--- src/logic/bsf_consts.vh ---
// constants for the beacon superframe field builder
`ifndef BSF_CONSTS_VH
`define BSF_CONSTS_VH

// register offsets (byte addresses)
`define BSF_REG_CTRL 8'h00
`define BSF_REG_CMD 8'h04
`define BSF_REG_STATUS 8'h08
`define BSF_REG_COUNT 8'h0c
`define BSF_REG_LAST_SFS 8'h10

// control register fields
`define BSF_CTRL_ALT_PROFILE 0
`define BSF_CTRL_PAN_COORD 1
`define BSF_CTRL_ASSOC_PERMIT 2
`define BSF_CTRL_RESET 3'h0

// command register fields
`define BSF_CMD_SEND 0

// status register fields
`define BSF_STAT_BUSY 0
`define BSF_STAT_TX_ACTIVE 1
`define BSF_STAT_RX_ENABLE 2
`define BSF_STAT_PENDING 3

// superframe specification layout
`define BSF_SFS_BO_LSB 0
`define BSF_SFS_SO_LSB 4
`define BSF_SFS_FINAL_LSB 8
`define BSF_SFS_BLE 12
`define BSF_SFS_RSVD 13
`define BSF_SFS_PAN_COORD 14
`define BSF_SFS_ASSOC 15

// fixed subfield values under this profile
`define BSF_BEACON_ORDER 4'h0
`define BSF_SUPERFRAME_ORDER 4'h0
`define BSF_FINAL_CAP_SLOT 4'h0
`define BSF_BATT_EXT 1'h0
`define BSF_ASSOC_FIXED 1'h1

// gts specification layout and values
`define BSF_GTS_COUNT_LSB 0
`define BSF_GTS_PERMIT 7
`define BSF_GTS_COUNT 3'h0
`define BSF_GTS_PERMIT_VAL 1'h0

// other reset values
`define BSF_COUNT_RESET 16'h0000
`define BSF_SFS_RESET 16'h0000

`endif

--- src/logic/bsf_beacon_builder.v ---
// beacon superframe and gts specification field builder
`timescale 1ns/1ps
`default_nettype none
`include "bsf_consts.vh"

// Function
// - The beacon order subfield of every superframe specification is written as zero.
// - The superframe order subfield of every superframe specification is written as zero.
// - The final contention access period slot subfield is written as zero.
// - The battery life extension bit is cleared in every beacon.
// - Association permit is forced to one under this profile, and follows software's permit bit otherwise.
// - The gts descriptor count of the gts specification is written as zero.
// - The gts permit bit of the gts specification is cleared.
// - No gts direction octet is ever emitted, so a beacon is three octets of fields only.
// - The receive enable output is the registered inverse of tx_active, so it is low in the cycle after each cycle of transmitting.
// - A beacon is built only on request, never from any periodic timer.
module bsf_beacon_builder #(
	parameter AW = 8,
	parameter DW = 32,
	parameter CW = 16
) (
	input wire clk,
	input wire rst_n,
	input wire [AW-1:0] reg_addr,
	input wire [DW-1:0] reg_wdata,
	input wire reg_we,
	input wire reg_re,
	output reg [DW-1:0] reg_rdata,
	input wire beacon_req,
	input wire tx_active,
	output wire [7:0] out_data,
	output wire out_last,
	output wire out_valid,
	input wire out_ready,
	output reg rx_enable,
	output reg busy,
	output reg beacon_done
);

	// builder states
	localparam ST_IDLE = 2'h0;
	localparam ST_SFS_LO = 2'h1;
	localparam ST_SFS_HI = 2'h2;
	localparam ST_GTS = 2'h3;

	// builder state and software control bits
	reg [1:0] state;
	reg [1:0] next_state;
	reg alt_profile;
	reg pan_coord;
	reg assoc_permit;

	// request flag, beacon count and field snapshots
	reg pending;
	reg [CW-1:0] count;
	reg [15:0] sfs;
	reg [15:0] last_sfs;

	// octet offered to the output buffer and the read mux result
	reg [7:0] push_data;
	reg push_last;
	reg push_valid;
	reg [DW-1:0] next_rdata;

	// handshakes and decoded strobes
	wire buf_in_ready;
	wire buf_out_valid_w;
	wire [8:0] buf_out;
	wire push_fire;
	wire ctrl_wr;
	wire cmd_wr;
	wire send_cmd;
	wire new_req;
	wire take_req;
	wire beacon_end;

	// offset match, shared by the write decodes
	function bsf_hit;
		input [AW-1:0] addr;
		input [7:0] offset;
		begin
			bsf_hit = (addr == offset);
		end
	endfunction

	// assemble a superframe specification from the live control bits
	function [15:0] bsf_make_sfs;
		input alt;
		input coord;
		input permit;
		reg [15:0] v;
		begin
			v = 16'h0000;
			v[`BSF_SFS_BO_LSB +: 4] = `BSF_BEACON_ORDER;
			v[`BSF_SFS_SO_LSB +: 4] = `BSF_SUPERFRAME_ORDER;
			v[`BSF_SFS_FINAL_LSB +: 4] = `BSF_FINAL_CAP_SLOT;
			v[`BSF_SFS_BLE] = `BSF_BATT_EXT;
			v[`BSF_SFS_RSVD] = 1'b0;
			v[`BSF_SFS_PAN_COORD] = coord;
			v[`BSF_SFS_ASSOC] = alt ? permit : `BSF_ASSOC_FIXED;
			bsf_make_sfs = v;
		end
	endfunction

	// gts specification octet from the descriptor count and permit it is given
	function [7:0] bsf_make_gts;
		input [2:0] desc_count;
		input permit;
		reg [7:0] g;
		begin
			g = 8'h00;
			g[`BSF_GTS_COUNT_LSB +: 3] = desc_count;
			g[`BSF_GTS_PERMIT] = permit;
			bsf_make_gts = g;
		end
	endfunction

	// status flags packed into their bits; the rest of the word reads zero
	function [3:0] bsf_status;
		input b;
		input tx;
		input rx;
		input pend;
		reg [3:0] s;
		begin
			s = 4'h0;
			s[`BSF_STAT_BUSY] = b;
			s[`BSF_STAT_TX_ACTIVE] = tx;
			s[`BSF_STAT_RX_ENABLE] = rx;
			s[`BSF_STAT_PENDING] = pend;
			bsf_status = s;
		end
	endfunction

	// write decode; writes to read-only or unmapped offsets are dropped
	assign ctrl_wr = reg_we && bsf_hit(reg_addr, `BSF_REG_CTRL);
	assign cmd_wr = reg_we && bsf_hit(reg_addr, `BSF_REG_CMD);
	assign send_cmd = cmd_wr && reg_wdata[`BSF_CMD_SEND];

	// a beacon is asked for only by the pin or the command, no timer stands behind it
	assign new_req = beacon_req || send_cmd;
	assign take_req = (state == ST_IDLE) && pending;
	assign beacon_end = (state == ST_GTS) && push_fire;

	// octet stream towards the output buffer
	assign push_fire = push_valid && buf_in_ready;
	assign out_data = buf_out[7:0];
	assign out_last = buf_out[8];
	assign out_valid = buf_out_valid_w;

	// control register; only software writes change the profile bits
	always @(posedge clk or negedge rst_n) begin
		if (!rst_n) begin
			alt_profile <= 1'b0;
			pan_coord <= 1'b0;
			assoc_permit <= 1'b0;
		end else if (ctrl_wr) begin
			alt_profile <= reg_wdata[`BSF_CTRL_ALT_PROFILE];
			pan_coord <= reg_wdata[`BSF_CTRL_PAN_COORD];
			assoc_permit <= reg_wdata[`BSF_CTRL_ASSOC_PERMIT];
		end
	end

	// request flag: a new request in the cycle the old one is taken is kept, set wins
	always @(posedge clk or negedge rst_n) begin
		if (!rst_n) begin
			pending <= 1'b0;
		end else if (new_req) begin
			pending <= 1'b1;
		end else if (take_req) begin
			pending <= 1'b0;
		end
	end

	// octet states advance only when the buffer takes the octet, so a stall loses nothing; idle leaves on pending alone
	always @* begin
		next_state = state;
		case (state)
			ST_IDLE: begin
				if (pending) begin
					next_state = ST_SFS_LO;
				end
			end
			ST_SFS_LO: begin
				if (push_fire) begin
					next_state = ST_SFS_HI;
				end
			end
			ST_SFS_HI: begin
				if (push_fire) begin
					next_state = ST_GTS;
				end
			end
			ST_GTS: begin
				if (push_fire) begin
					next_state = ST_IDLE;
				end
			end
			default: begin
				next_state = ST_IDLE;
			end
		endcase
	end

	// state register
	always @(posedge clk or negedge rst_n) begin
		if (!rst_n) begin
			state <= ST_IDLE;
		end else begin
			state <= next_state;
		end
	end

	// snapshot the fields at request time so a mid-beacon control write cannot tear the octets
	always @(posedge clk or negedge rst_n) begin
		if (!rst_n) begin
			sfs <= `BSF_SFS_RESET;
		end else if (take_req) begin
			sfs <= bsf_make_sfs(alt_profile, pan_coord, assoc_permit);
		end
	end

	// octet presented to the buffer, held until accepted
	always @* begin
		push_valid = 1'b0;
		push_data = 8'h00;
		push_last = 1'b0;
		case (state)
			ST_SFS_LO: begin
				push_valid = 1'b1;
				push_data = sfs[7:0];
			end
			ST_SFS_HI: begin
				push_valid = 1'b1;
				push_data = sfs[15:8];
			end
			ST_GTS: begin
				push_valid = 1'b1;
				push_data = bsf_make_gts(`BSF_GTS_COUNT, `BSF_GTS_PERMIT_VAL);
				push_last = 1'b1;
			end
			default: begin
				push_valid = 1'b0;
			end
		endcase
	end

	// completed beacons; the count wraps and software takes differences
	always @(posedge clk or negedge rst_n) begin
		if (!rst_n) begin
			count <= {CW{1'b0}};
		end else if (beacon_end) begin
			count <= count + {{(CW-1){1'b0}}, 1'b1};
		end
	end

	// last superframe specification handed to the buffer, readable by software
	always @(posedge clk or negedge rst_n) begin
		if (!rst_n) begin
			last_sfs <= `BSF_SFS_RESET;
		end else if (beacon_end) begin
			last_sfs <= sfs;
		end
	end

	// pulse once the last octet has entered the buffer, which may be before it leaves
	always @(posedge clk or negedge rst_n) begin
		if (!rst_n) begin
			beacon_done <= 1'b0;
		end else begin
			beacon_done <= beacon_end;
		end
	end

	// receiver stays on unless the transmit path was active in the previous cycle
	always @(posedge clk or negedge rst_n) begin
		if (!rst_n) begin
			rx_enable <= 1'b1;
		end else begin
			rx_enable <= ~tx_active;
		end
	end

	// busy covers the builder and any octet still waiting in the buffer
	always @(posedge clk or negedge rst_n) begin
		if (!rst_n) begin
			busy <= 1'b0;
		end else begin
			busy <= (next_state != ST_IDLE) || buf_out_valid_w;
		end
	end

	// read mux; anything but a read of a mapped offset gives zero
	always @* begin
		next_rdata = {DW{1'b0}};
		if (reg_re) begin
			case (reg_addr)
				`BSF_REG_CTRL: begin
					next_rdata[`BSF_CTRL_ALT_PROFILE] = alt_profile;
					next_rdata[`BSF_CTRL_PAN_COORD] = pan_coord;
					next_rdata[`BSF_CTRL_ASSOC_PERMIT] = assoc_permit;
				end
				`BSF_REG_STATUS: begin
					next_rdata[3:0] = bsf_status(busy, tx_active, rx_enable, pending);
				end
				`BSF_REG_COUNT: begin
					next_rdata[CW-1:0] = count;
				end
				`BSF_REG_LAST_SFS: begin
					next_rdata[15:0] = last_sfs;
				end
				default: begin
					next_rdata = {DW{1'b0}};
				end
			endcase
		end
	end

	// read data register, valid one cycle after the strobe and zero otherwise
	always @(posedge clk or negedge rst_n) begin
		if (!rst_n) begin
			reg_rdata <= {DW{1'b0}};
		end else begin
			reg_rdata <= next_rdata;
		end
	end

	// output buffer, the receiver may stall at any octet
	bsf_skid_buffer #(
		.WIDTH(9)
	) u_buf (
		.clk(clk),
		.rst_n(rst_n),
		.in_data({push_last, push_data}),
		.in_valid(push_valid),
		.in_ready(buf_in_ready),
		.out_data(buf_out),
		.out_valid(buf_out_valid_w),
		.out_ready(out_ready),
		.full()
	);

endmodule // bsf_beacon_builder

`default_nettype wire

--- src/logic/bsf_skid_buffer.v ---
// two-entry buffer with valid and ready on both sides
`timescale 1ns/1ps
`default_nettype none

module bsf_skid_buffer #(
	parameter WIDTH = 9
) (
	input wire clk,
	input wire rst_n,
	input wire [WIDTH-1:0] in_data,
	input wire in_valid,
	output wire in_ready,
	output reg [WIDTH-1:0] out_data,
	output reg out_valid,
	input wire out_ready,
	output wire full
);

	reg [WIDTH-1:0] skid_data;
	reg skid_valid;

	// second entry only fills while the head is stalled, so accepting is safe whenever it is empty
	assign in_ready = ~skid_valid;
	assign full = skid_valid & out_valid;

	// head and skid entries
	always @(posedge clk or negedge rst_n) begin
		if (!rst_n) begin
			out_data <= {WIDTH{1'b0}};
			out_valid <= 1'b0;
			skid_data <= {WIDTH{1'b0}};
			skid_valid <= 1'b0;
		end else if (in_valid && in_ready) begin
			if (out_valid && !out_ready) begin
				skid_data <= in_data;
				skid_valid <= 1'b1;
			end else begin
				out_data <= in_data;
				out_valid <= 1'b1;
			end
		end else if (out_ready) begin
			if (skid_valid) begin
				out_data <= skid_data;
				skid_valid <= 1'b0;
			end else begin
				out_valid <= 1'b0;
			end
		end
	end

endmodule // bsf_skid_buffer

`default_nettype wire

--- config.mk ---
export PLATFORM = sky130hd
export DESIGN_NAME = bsf_beacon_builder
export DESIGN_NICKNAME = d
export VERILOG_FILES = /design/src/logic/bsf_beacon_builder.v /design/src/logic/bsf_skid_buffer.v
export VERILOG_INCLUDE_DIRS = /design/src /design/src/logic
export SDC_FILE = /design/constraint.sdc
export NUM_CORES = 1
export LEC_CHECK = 0
export ABC_CLOCK_PERIOD_IN_PS = 3950
export BUFFER_PORTS_ARGS = -buffer_cell sky130_fd_sc_hd__buf_2
export CORE_ASPECT_RATIO = 1.2
export CORE_UTILIZATION = 52
export CTS_CLUSTER_SIZE = 30
export DETAILED_ROUTE_END_ITERATION = 10
export GPL_ROUTABILITY_DRIVEN = 1
export GPL_TIMING_DRIVEN = 0
export PLACE_DENSITY = 0.9
export SYNTH_ARGS = -nofsm -noshare
export SYNTH_HDL_FRONTEND = slang
export SYNTH_SLANG_ARGS = --single-unit
--- constraint.sdc ---
create_clock -name clk -period 3.95 [get_ports clk]
set_input_delay 0.5925 -clock clk [delete_from_list [all_inputs] [get_ports clk]]
set_output_delay 0.5925 -clock clk [all_outputs]
set_load 0.01 [all_outputs]
==> flow_metrics.env, run 1 <==
export IMPL_tritoncts_num_buffers=5
export IMPL_ys_top_cells_by_area="sky130_fd_sc_hd__dfrtp_1, sky130_fd_sc_hd__buf_4, sky130_fd_sc_hd__xnor2_1"
export IMPL_outcome="finished clean"
export IMPL_report_final_setup_viol=0
export IMPL_netlist_area_um2=2410
export IMPL_place_port_buffers=39
export IMPL_die_y_um=76.6
export IMPL_grt_setup_unrepaired="false"
export IMPL_core_rowCount=26
export IMPL_drive_above_1_share_pct=28.3
export IMPL_diodes=0
export IMPL_post_cts_resized_instances=0
export IMPL_synth_top_family_by_area="simple AND/OR/NAND/NOR gates"
export IMPL_post_synth_xor_area_fraction_pct=5.82
export IMPL_final_wl_um=4270
export IMPL_synthesis_yosys_warnings=0
export IMPL_period_needed_ps=1760
export IMPL_chipWidth_um=64.1
export IMPL_finalCoreUtilization_pct=65.5
export IMPL_ys_async_sr_fraction_pct=100
export IMPL_antenna_found_initial=0
export IMPL_setup_total_negative_slack_ps=0
export IMPL_final_hold_worst_slack_ps=398
export IMPL_drt_first_pass_iters=4
export IMPL_clk_latency_ps=310
export IMPL_die_area_um2=4910
export IMPL_initial_utilization_pct=55.3
export IMPL_clock_tree_buffer_depth=2
export IMPL_setup_worst_path_start_class="primary input"
export IMPL_final_max_slew_violation_count=0
export IMPL_yosysMostFrequentCell="sky130_fd_sc_hd__dfrtp_1"
export IMPL_dp_cells=338
export IMPL_vdd_drop_max_mv=0.384
export IMPL_via_count=1712
export IMPL_post_cts_setup_buffer_count=0
export IMPL_cts_clk_slew_worst_paths_ps=90
export IMPL_netlist_top_cells_count="sky130_fd_sc_hd__dfrtp_1, sky130_fd_sc_hd__buf_4, sky130_fd_sc_hd__nand2_1"
export IMPL_synth_adder_area_share_pct=0.519
export IMPL_finish_cell_count_without_fillers=346
export IMPL_postSynthRegisterBits=53
export IMPL_power_uw=1400
export IMPL_simple_gate_share_of_the_synthesized_area_pct=19.2
export IMPL_finalHoldViolCount=0
export IMPL_cts_tree="yes"
export IMPL_fraction_of_synthesized_area_in_multiplexers_pct=3.27
export IMPL_dp_final_hpwl_um=3200
export IMPL_synth_main_ff_cell="sky130_fd_sc_hd__dfrtp_1"
export IMPL_cp_arrival_ps=1950
export IMPL_core_region_area_um2=4360
export IMPL_cell_leakage_power_uw=0.00147
export IMPL_critPathMaxFanout=3
export IMPL_unique_cell_type_count_in_the_yosys_netlist=42
export IMPL_post_synth_top_area_cell="sky130_fd_sc_hd__dfrtp_1"
export IMPL_final_net_count=337
export IMPL_synth_compound_gate_area_share_pct=6.70
export IMPL_min_delay_path_depth=2
export IMPL_place_congestion=0.805
export IMPL_syn_instance_count=222
export IMPL_floorplan_io_pins=92
export IMPL_timing_slew_headroom_pct=26.1
export IMPL_worstSetupEndpointType="register"
export IMPL_via_count_of_the_first_global_routing_pass=1685
export IMPL_post_route_period_util_pct=44.5
export IMPL_finClkSkew_ps=3.99
export IMPL_detail_route_wl_per_cell_um=12.3
export IMPL_postCtsHoldBufs=0
export IMPL_detail_route_vias_per_cell=4.95
export IMPL_avgSynthCellArea_um2=10.8
export IMPL_crit_type="in -> reg"
export IMPL_drv_cap=0
export IMPL_grt_max_degree=54
export IMPL_synthToLayoutAreaGrowth_pct=18.5
export IMPL_grt_ovfl_total=0
export IMPL_grt_pass1_wl_um=7280
export IMPL_pwr_density_cell_nw_per_um2=490
export IMPL_cts_max_level=2
export IMPL_worst_endpoint_required_ps=4140
export IMPL_grtUsageTotal_pct=19.2
export IMPL_hold_path_class="in -> reg"
export IMPL_drcViolationCount=0
export IMPL_clock_root_buffer="sky130_fd_sc_hd__clkbuf_8"
export IMPL_synth_top_area_share_pct=54.0
export IMPL_drt_antenna_violating_nets=0
export IMPL_clock_fmax_mhz=570
export IMPL_count_of_fill_cells_added_during_filler_insertion=346
export IMPL_worstMarginPinSlew_ps=1110
export IMPL_first_iter_violations=72
export IMPL_ys_seq_area_share_pct=55.1
export IMPL_reg2reg_depth=5
export IMPL_cts_sinks=53
export IMPL_synth_enable_flop_cells=0
-- cells in the final DEF (no fill, tap or decap), types with 3 or more instances in the layout --
cell,n
sky130_fd_sc_hd__a21boi_1,3
sky130_fd_sc_hd__a21oi_1,3
sky130_fd_sc_hd__a22oi_1,4
sky130_fd_sc_hd__and2_1,9
sky130_fd_sc_hd__and3_1,4
sky130_fd_sc_hd__buf_2,40
sky130_fd_sc_hd__buf_4,22
sky130_fd_sc_hd__clkbuf_8,7
sky130_fd_sc_hd__conb_1,22
sky130_fd_sc_hd__dfrtp_1,52
sky130_fd_sc_hd__inv_1,8
sky130_fd_sc_hd__mux2_1,3
sky130_fd_sc_hd__mux2_2,4
sky130_fd_sc_hd__nand2_1,22
sky130_fd_sc_hd__nand2b_1,3
sky130_fd_sc_hd__nand3_1,5
sky130_fd_sc_hd__nand3b_1,3
sky130_fd_sc_hd__nand4_1,9
sky130_fd_sc_hd__nor2_1,12
sky130_fd_sc_hd__nor3_1,3
sky130_fd_sc_hd__o21ai_0,9
sky130_fd_sc_hd__xnor2_1,12
sky130_fd_sc_hd__xor2_1,4
-- final timing paths --
kind                                           to  slack (ps)              start
max in group asynchronous             beacon_done        2790              rst_n
min in group asynchronous           reg_rdata[15]         490              rst_n
worst min register to register  u_buf.out_data[7]         480  u_buf.out_data[7]
worst max-delay path                    pan_coord        2190        reg_addr[5]
worst min-delay path                    rx_enable         400          tx_active
worst max register to register          count[13]        2300   u_buf.skid_valid
-- through the flow --
stage | cell area, um2 | setup slack (ps)
2_1_floorplan | 2490 | 2080
3_5_place_dp | 2750 | 1870
3_3_place_gp | 2750 | 1910
6_report | 2850 | 2190
5_1_grt | 2850 | 2130
4_1_cts | 2850 | 2200
-- routing by layer --
| layer | share of wire, % | GRT usage (%) | vias up |
|---|---|---|---|
| met1 | 40 | 21.5 | 806 |
| met2 | 53 | 35.2 | 52 |
| li1 | - | - | 847 |
| met3 | 4.4 | 2.69 | 7 |
| met4 | 1.7 | 8.89 | 0 |
| met5 | 0 | 0 | - |
-- flip-flops by register name, indices dropped and copies added (netlist names) --
name and count:
alt_profile 1, assoc_permit 1, beacon_done 1, busy 1, count 16, last_sfs 2
pan_coord 1, pending 1, reg_rdata 16, rx_enable 1, sfs 2, state 2
u_buf.out_data 3, u_buf.out_valid 1, u_buf.skid_data 3, u_buf.skid_valid 1
-- final cells by class --
class / count / area, um2 / area share (%)
sequential: 53 / 1330 / 46.5
clock buffer: 7 / 96.3 / 3.38
timing repair buffer: 39 / 195 / 6.84
buffer: 26 / 189 / 6.62
tap: 56 / 70.1 / 2.46
clock inverter: 1 / 5.00 / 0.175
multi-input combinational: 155 / 937 / 32.8
inverter: 9 / 33.8 / 1.18
-- worst max-delay path, stage by stage --
cell and delay [ps]:
sky130_fd_sc_hd__buf_2 110, sky130_fd_sc_hd__or4_4 540, sky130_fd_sc_hd__nor3b_2 240, sky130_fd_sc_hd__nand2_2 110, sky130_fd_sc_hd__mux2_1 340
-- power by group --
group          internal (uW)  total, uW  switching (uW)
logic                    148        353             205
registers                632        719            86.8
clock network            158        325             167
-- logic make-up after synthesis --
group / count (synthesis)
simple gates: 83
flops: 53
mux: 7
xor+xnor: 16
compound gates: 26
buf+inv: 35
fa+ha+maj: 1
other cells: 1
Note: power is estimated with default switching activity, not from simulation.
==> inputs of run 2 (changes only) <==
--- a/config.mk
+++ b/config.mk
@@ -6,15 +6,16 @@
 export SDC_FILE = /design/constraint.sdc
 export NUM_CORES = 1
 export LEC_CHECK = 0
-export ABC_CLOCK_PERIOD_IN_PS = 3950
+export ABC_AREA = 1
+export ABC_CLOCK_PERIOD_IN_PS = 1500
 export BUFFER_PORTS_ARGS = -buffer_cell sky130_fd_sc_hd__buf_2
 export CORE_ASPECT_RATIO = 1.2
-export CORE_UTILIZATION = 52
+export CORE_UTILIZATION = 45
 export CTS_CLUSTER_SIZE = 30
 export DETAILED_ROUTE_END_ITERATION = 10
 export GPL_ROUTABILITY_DRIVEN = 1
 export GPL_TIMING_DRIVEN = 0
-export PLACE_DENSITY = 0.9
+export PLACE_DENSITY = 0.82
 export SYNTH_ARGS = -nofsm -noshare
 export SYNTH_HDL_FRONTEND = slang
 export SYNTH_SLANG_ARGS = --single-unit
==> constraint.sdc (replaced) <==
create_clock -name clk -period 1.5 [get_ports clk]
set_input_delay 0.225 -clock clk [delete_from_list [all_inputs] [get_ports clk]]
set_output_delay 0.225 -clock clk [all_outputs]
set_load 0.01 [all_outputs]
==> flow_metrics.env, run 2 <==
export IMPL_place_congestion=0.859
export IMPL_drt_first_pass_iters=6
export IMPL_p_comb_share_pct=28.5
export IMPL_post_route_period_util_pct=93.1
export IMPL_grt_max_degree=54
export IMPL_ys_top_cells_by_area="sky130_fd_sc_hd__dfrtp_1, sky130_fd_sc_hd__nand2_1, sky130_fd_sc_hd__buf_4"
export IMPL_netlist_top_cells_count="sky130_fd_sc_hd__nand2_1, sky130_fd_sc_hd__dfrtp_1, sky130_fd_sc_hd__inv_1"
export IMPL_ys_async_sr_fraction_pct=100
export IMPL_critPathMaxFanout=7
export IMPL_dp_final_hpwl_um=3800
export IMPL_detail_route_vias_per_cell=4.75
export IMPL_synth_enable_flop_cells=0
export IMPL_reg_top3="count (16), reg_rdata (16)"
export IMPL_via_count=2094
export IMPL_crit_type="reg -> reg"
export IMPL_post_synth_top_area_cell="sky130_fd_sc_hd__dfrtp_1"
export IMPL_clock_power_share_pct=21.1
export IMPL_clock_tree_buffer_depth=2
export IMPL_multi_input_area_um2=1000
export IMPL_internal_power_uw=2410
export IMPL_core_region_area_um2=5370
export IMPL_worst_endpoint_required_ps=1700
export IMPL_dp_cells=429
export IMPL_finish_cell_count_without_fillers=441
export IMPL_sw_frac_of_total_pct=35.8
export IMPL_cts_max_level=2
export IMPL_clk_latency_ps=300
export IMPL_drv_cap=0
export IMPL_yosysMostFrequentCell="sky130_fd_sc_hd__nand2_1"
export IMPL_grt_pass1_wl_um=8200
export IMPL_floorplan_io_pins=92
export IMPL_via_count_of_the_first_global_routing_pass=1880
export IMPL_final_net_count=426
export IMPL_grt_ovfl_total=0
export IMPL_syn_instance_count=306
export IMPL_vdd_drop_max_mv=0.495
export IMPL_power_uw=3760
export IMPL_timing_slew_headroom_pct=25.4
export IMPL_finClkSkew_ps=6.29
export IMPL_chipWidth_um=70.8
export IMPL_final_max_slew_violation_count=0
export IMPL_cell_leakage_power_uw=0.00166
export IMPL_leading_cell_type_in_the_layout_fill_and_taps_excluded="sky130_fd_sc_hd__nand2_1"
export IMPL_hold_path_class="in -> reg"
export IMPL_diodes=0
export IMPL_avgSynthCellArea_um2=8.36
export IMPL_postSynthRegisterBits=53
export IMPL_drt_antenna_violating_nets=0
export IMPL_total_switching_power_uw=1340
export IMPL_synthToLayoutAreaGrowth_pct=18.8
export IMPL_grtUsageTotal_pct=17.2
export IMPL_die_y_um=84.6
export IMPL_core_rowCount=29
export IMPL_tritoncts_num_buffers=5
export IMPL_cp_arrival_ps=1600
export IMPL_report_final_setup_viol=0
export IMPL_cts_tree="yes"
export IMPL_final_wl_um=4960
export IMPL_synth_main_ff_cell="sky130_fd_sc_hd__dfrtp_1"
export IMPL_setup_worst_path_start_class="register"
export IMPL_count_of_fill_cells_added_during_filler_insertion=481
export IMPL_worstMarginPinSlew_ps=1120
export IMPL_cts_clk_slew_worst_paths_ps=90
export IMPL_die_area_um2=5990
export IMPL_clock_fmax_mhz=716
export IMPL_drcViolationCount=0
export IMPL_outcome="finished clean"
export IMPL_period_needed_ps=1400
export IMPL_worstSetupEndpointType="register"
export IMPL_synth_top_area_share_pct=50.9
export IMPL_initial_utilization_pct=47.6
export IMPL_pwr_density_cell_nw_per_um2=1240
export IMPL_first_iter_violations=195
export IMPL_cts_sinks=53
export IMPL_layout_common_cells="sky130_fd_sc_hd__nand2_1, sky130_fd_sc_hd__dfrtp_1, sky130_fd_sc_hd__buf_2"
export IMPL_ys_seq_area_share_pct=51.9
export IMPL_register_area_um2=1330
export IMPL_antenna_found_initial=0
export IMPL_finalHoldViolCount=0
export IMPL_netlist_area_um2=2560
export IMPL_final_hold_worst_slack_ps=39.5
export IMPL_drive_above_1_share_pct=23.5
export IMPL_place_port_buffers=40
export IMPL_clock_root_buffer="sky130_fd_sc_hd__clkbuf_8"
export IMPL_detail_route_wl_per_cell_um=11.2
export IMPL_power_share_sequential_pct=50.4
export IMPL_synthesis_yosys_warnings=0
export IMPL_unique_cell_type_count_in_the_yosys_netlist=26
[run 2: cell count changes in the layout (fill, tap and decap cells not counted), moves of 5 or more]
| cell | before | now |
|---|---|---|
| sky130_fd_sc_hd__inv_1 | 8 | 35 |
| sky130_fd_sc_hd__nor2_1 | 12 | 30 |
| sky130_fd_sc_hd__xnor2_1 | 12 | 2 |
| sky130_fd_sc_hd__nor2_2 | 0 | 5 |
| sky130_fd_sc_hd__nand2_1 | 22 | 83 |
| sky130_fd_sc_hd__nand3_1 | 5 | 25 |
| sky130_fd_sc_hd__and2_1 | 9 | 0 |
[run 2: final timing paths]
kind	depth (start not counted)	slack [ps]	startpoint	endpoint
worst max-delay path	8	100	state[1]	count[13]
worst min register to register	2	500	u_buf.out_data[7]	u_buf.out_data[7]
max in group asynchronous	1	620	rst_n	u_buf.skid_valid
worst min-delay path	2	40	tx_active	rx_enable
min in group asynchronous	1	120	rst_n	u_buf.out_valid
worst max register to register	8	100	state[1]	count[13]
[run 2: power groups by stage]
| stage | registers (uW) | logic [uW] | clock network [uW] |
|---|---|---|---|
| 2_1_floorplan | 1900 | 688 | 0 |
| 3_3_place_gp | 1900 | 944 | 0 |
| 3_5_place_dp | 1910 | 983 | 0 |
| 4_1_cts | 1890 | 986 | 809 |
| 5_1_grt | 1920 | 1200 | 862 |
| 6_report | 1890 | 1070 | 793 |
[run 2: routing by layer]
metal | vias to the layer above | track usage, % | part of all wire [%]
met1 | 942 | 22.3 | 43
met4 | 0 | 8.73 | 1.6
met3 | 10 | 3.36 | 6.0
met5 | - | 0 | 0
li1 | 1056 | - | -
met2 | 86 | 27.4 | 49
[run 2: logic make-up (layout without fill, tap and decap cells)]
family	after synthesis	count (layout)	share of synthesized area [%]
buf+inv	60	112	12.1
flops	53	53	51.9
compound gates	22	22	4.65
xor+xnor	10	10	3.42
simple gates	159	159	27.3
fa+ha+maj	1	1	0.489
other cells	1	22	0.147
[run 2: metrics by stage]
| step | TNS (ps) | cell area [um2] | util (%) | worst slack [ps] |
|---|---|---|---|---|
| after floorplan | 0 | 2640 | - | 292 |
| after global routing | -12.3 | 3040 | 56.6 | -12.3 |
| after CTS | 0 | 3010 | 56.0 | 120 |
| final | 0 | 3040 | 56.6 | 103 |
| after detailed placement | 0 | 2910 | 54.3 | 35.4 |
| after global placement | 0 | 2910 | 54.3 | 82.5 |
[run 2: layout make-up]
cell class	instances	share of cell area (%)
clock buffers	5	2.26
repair buffers	44	7.58
plain buffers	23	5.60
clock inverters	3	0.741
flip-flops and latches	53	43.7
inverters	37	4.57
well taps	62	2.55
multi-input cells	214	33.0
[run 2: worst max-delay path, stage by stage, from the launching register on]
cell	delay, ps
sky130_fd_sc_hd__dfrtp_1	460
sky130_fd_sc_hd__nand2_2	110
sky130_fd_sc_hd__nor2_4	230
sky130_fd_sc_hd__buf_4	150
sky130_fd_sc_hd__nand3_2	50
sky130_fd_sc_hd__nor2_2	140
sky130_fd_sc_hd__nand2_1	60
sky130_fd_sc_hd__nand2_1	50
sky130_fd_sc_hd__nand2_1	50
[run 2: timing repair]
action	in CTS	in global routing
setup buffers	0	4
hold buffers	0	0
endpoints found under the setup margin	0	3
gates resized for setup	0	2
==> inputs of run 3 (changes only) <==
--- a/config.mk
+++ b/config.mk
@@ -10,12 +10,13 @@
 export ABC_CLOCK_PERIOD_IN_PS = 1500
 export BUFFER_PORTS_ARGS = -buffer_cell sky130_fd_sc_hd__buf_2
 export CORE_ASPECT_RATIO = 1.2
-export CORE_UTILIZATION = 45
+export CORE_UTILIZATION = 47
 export CTS_CLUSTER_SIZE = 30
 export DETAILED_ROUTE_END_ITERATION = 10
 export GPL_ROUTABILITY_DRIVEN = 1
 export GPL_TIMING_DRIVEN = 0
-export PLACE_DENSITY = 0.82
+export PLACE_DENSITY = 0.83
 export SYNTH_ARGS = -nofsm -noshare
 export SYNTH_HDL_FRONTEND = slang
+export SYNTH_HIERARCHICAL = 1
 export SYNTH_SLANG_ARGS = --single-unit
==> flow_metrics.env, run 3 <==
export IMPL_drv_cap=0
export IMPL_final_wl_um=6230
export IMPL_timing_final_ws_setup_ps=75.3
export IMPL_core_rowCount=32
export IMPL_final_hold_worst_slack_ps=-2.26
export IMPL_drive_above_1_share_pct=23.2
export IMPL_timing_slew_headroom_pct=42.1
export IMPL_crit_path_cell_trace="inv_2 > buf_8 > nand3_4 > nor2_4 > nand2_2 > nor2_2 > xor2_1"
export IMPL_detail_route_vias_per_cell=4.57
export IMPL_floorplan_io_pins=92
export IMPL_crit_type="reg -> reg"
export IMPL_via_count=2574
export IMPL_leading_cell_type_in_the_layout_fill_and_taps_excluded="sky130_fd_sc_hd__nand2_1"
export IMPL_cts_clk_slew_worst_paths_ps=70
export IMPL_layout_common_cells="sky130_fd_sc_hd__nand2_1, sky130_fd_sc_hd__dfrtp_1, sky130_fd_sc_hd__buf_2"
export IMPL_drcViolationCount=2
export IMPL_die_y_um=91.2
export IMPL_diodes=0
export IMPL_synthToLayoutAreaGrowth_pct=25.0
export IMPL_report_final_setup_viol=0
export IMPL_core_region_area_um2=6410
export IMPL_cts_tree="yes"
export IMPL_initial_utilization_pct=48.7
export IMPL_final_max_slew_violation_count=0
export IMPL_die_area_um2=6960
export IMPL_critical_path_slowest_cell="sky130_fd_sc_hd__dfrtp_2"
export IMPL_clk_latency_ps=340
export IMPL_violations="design-rule violations, negative hold slack"
export IMPL_setup_total_negative_slack_ps=0
export IMPL_place_congestion=0.789
export IMPL_first_iter_violations=219
export IMPL_avgSynthCellArea_um2=8.27
export IMPL_critPathMaxStageDelay_ps=440
export IMPL_netlist_area_um2=3120
export IMPL_grt_max_degree=41
export IMPL_clock_fmax_mhz=702
export IMPL_cts_sinks=65
export IMPL_detail_route_wl_per_cell_um=11.1
export IMPL_outcome="finished with violations"
export IMPL_final_net_count=521
export IMPL_syn_instance_count=377
export IMPL_grtUsageTotal_pct=19.7
export IMPL_chipWidth_um=76.4
export IMPL_reg_top3="count (16), reg_rdata (16)"
export IMPL_post_route_period_util_pct=95.0
export IMPL_period_needed_ps=1420
export IMPL_drt_first_pass_iters=7
export IMPL_dpl_instance_area_um2=3580
export IMPL_tritoncts_num_buffers=9
export IMPL_via_count_of_the_first_global_routing_pass=2483
export IMPL_dp_final_hpwl_um=4470
export IMPL_antenna_found_initial=0
export IMPL_clock_root_buffer="sky130_fd_sc_hd__clkbuf_8"
export IMPL_cts_max_level=3
export IMPL_critPathMaxFanout=6
export IMPL_pwr_density_cell_nw_per_um2=1560
export IMPL_post_route_cell_area_um2=3900
export IMPL_hold_path_class="in -> async"
export IMPL_grt_pass1_wl_um=10800
export IMPL_drt_antenna_violating_nets=0
export IMPL_worstSetupEndpointType="register"
export IMPL_vdd_drop_max_mv=0.925
export IMPL_post_place_ws_ps=-142
export IMPL_worstMarginPinSlew_ps=869
export IMPL_cell_leakage_power_uw=0.00223
export IMPL_place_port_buffers=46
export IMPL_synthesis_yosys_warnings=6
export IMPL_cp_arrival_ps=1690
export IMPL_clock_tree_buffer_depth=2
export IMPL_finalHoldViolCount=4
export IMPL_worst_endpoint_required_ps=1760
export IMPL_count_of_fill_cells_added_during_filler_insertion=560
export IMPL_grt_ovfl_total=0
export IMPL_setup_worst_path_start_class="register"
export IMPL_finClkSkew_ps=3.94
-- run 3: layout make-up --
cell class / instances / area (um2) / share of cell area [%]
sequential: 65 / 1630 / 41.8
multi-input combinational: 272 / 1270 / 32.7
timing repair buffer: 58 / 335 / 8.60
buffer: 22 / 175 / 4.49
clock buffer: 14 / 173 / 4.43
inverter: 45 / 171 / 4.40
tap: 85 / 106 / 2.73
clock inverter: 2 / 35.0 / 0.899
-- run 3: final timing paths --
check                                   startpoint            endpoint  slack [ps]  cells past startpoint
worst min-delay path                         rst_n        reg_rdata[1]          -2                      1
max in group asynchronous                    rst_n            count[9]         870                      2
worst min register to register  u_buf/skid_data[2]  u_buf/skid_data[2]         470                      2
worst max register to register    u_buf/skid_valid            count[8]          80                      7
worst max-delay path              u_buf/skid_valid            count[8]          80                      7
min in group clk                        beacon_req             pending          90                      3
-- run 3: stage by stage --
| stage | std cells | power [uW] | hold slack (ps) | utilization (%) |
|---|---|---|---|---|
| floorplan | 404 | 3750 | -70.6 | - |
| global placement | 535 | 4200 | 351 | 55.5 |
| CTS | 557 | 5980 | 23.0 | 60.0 |
| global route | 563 | 6520 | 90.6 | 60.9 |
| detailed placement | 536 | 4270 | 352 | 55.8 |
| finish | 563 | 6090 | -2.26 | 60.9 |
-- run 3: where the power goes --
| part | total [uW] | internal [uW] | switching, uW |
|---|---|---|---|
| sequential | 2400 | 2150 | 251 |
| combinational | 2150 | 853 | 1300 |
| clock | 1540 | 903 | 638 |
-- run 3: routing by layer --
metal / wire length, um / track usage (%)
met4: 57 / 12.0
met5: 0 / 0
met3: 287 / 3.72
met2: 3230 / 34.2
met1: 2650 / 22.4
-- run 3: repair_timing --
item | 4_1_cts | 5_1_grt
hold buffers | 1 | 0
pin swaps | 2 | 1
cloned | 0 | 0
gates resized for setup | 6 | 5
endpoints found under the setup margin | 20 | 21
hold endpoints to repair | 1 | 0
setup buffers | 4 | 6
-- run 3: critical path: cells and delay by family, from the launching register on --
family / cells / cell delay (ps)
flops: 1 / 440
xor+xnor: 1 / 160
simple gates: 4 / 530
buf+inv: 2 / 220
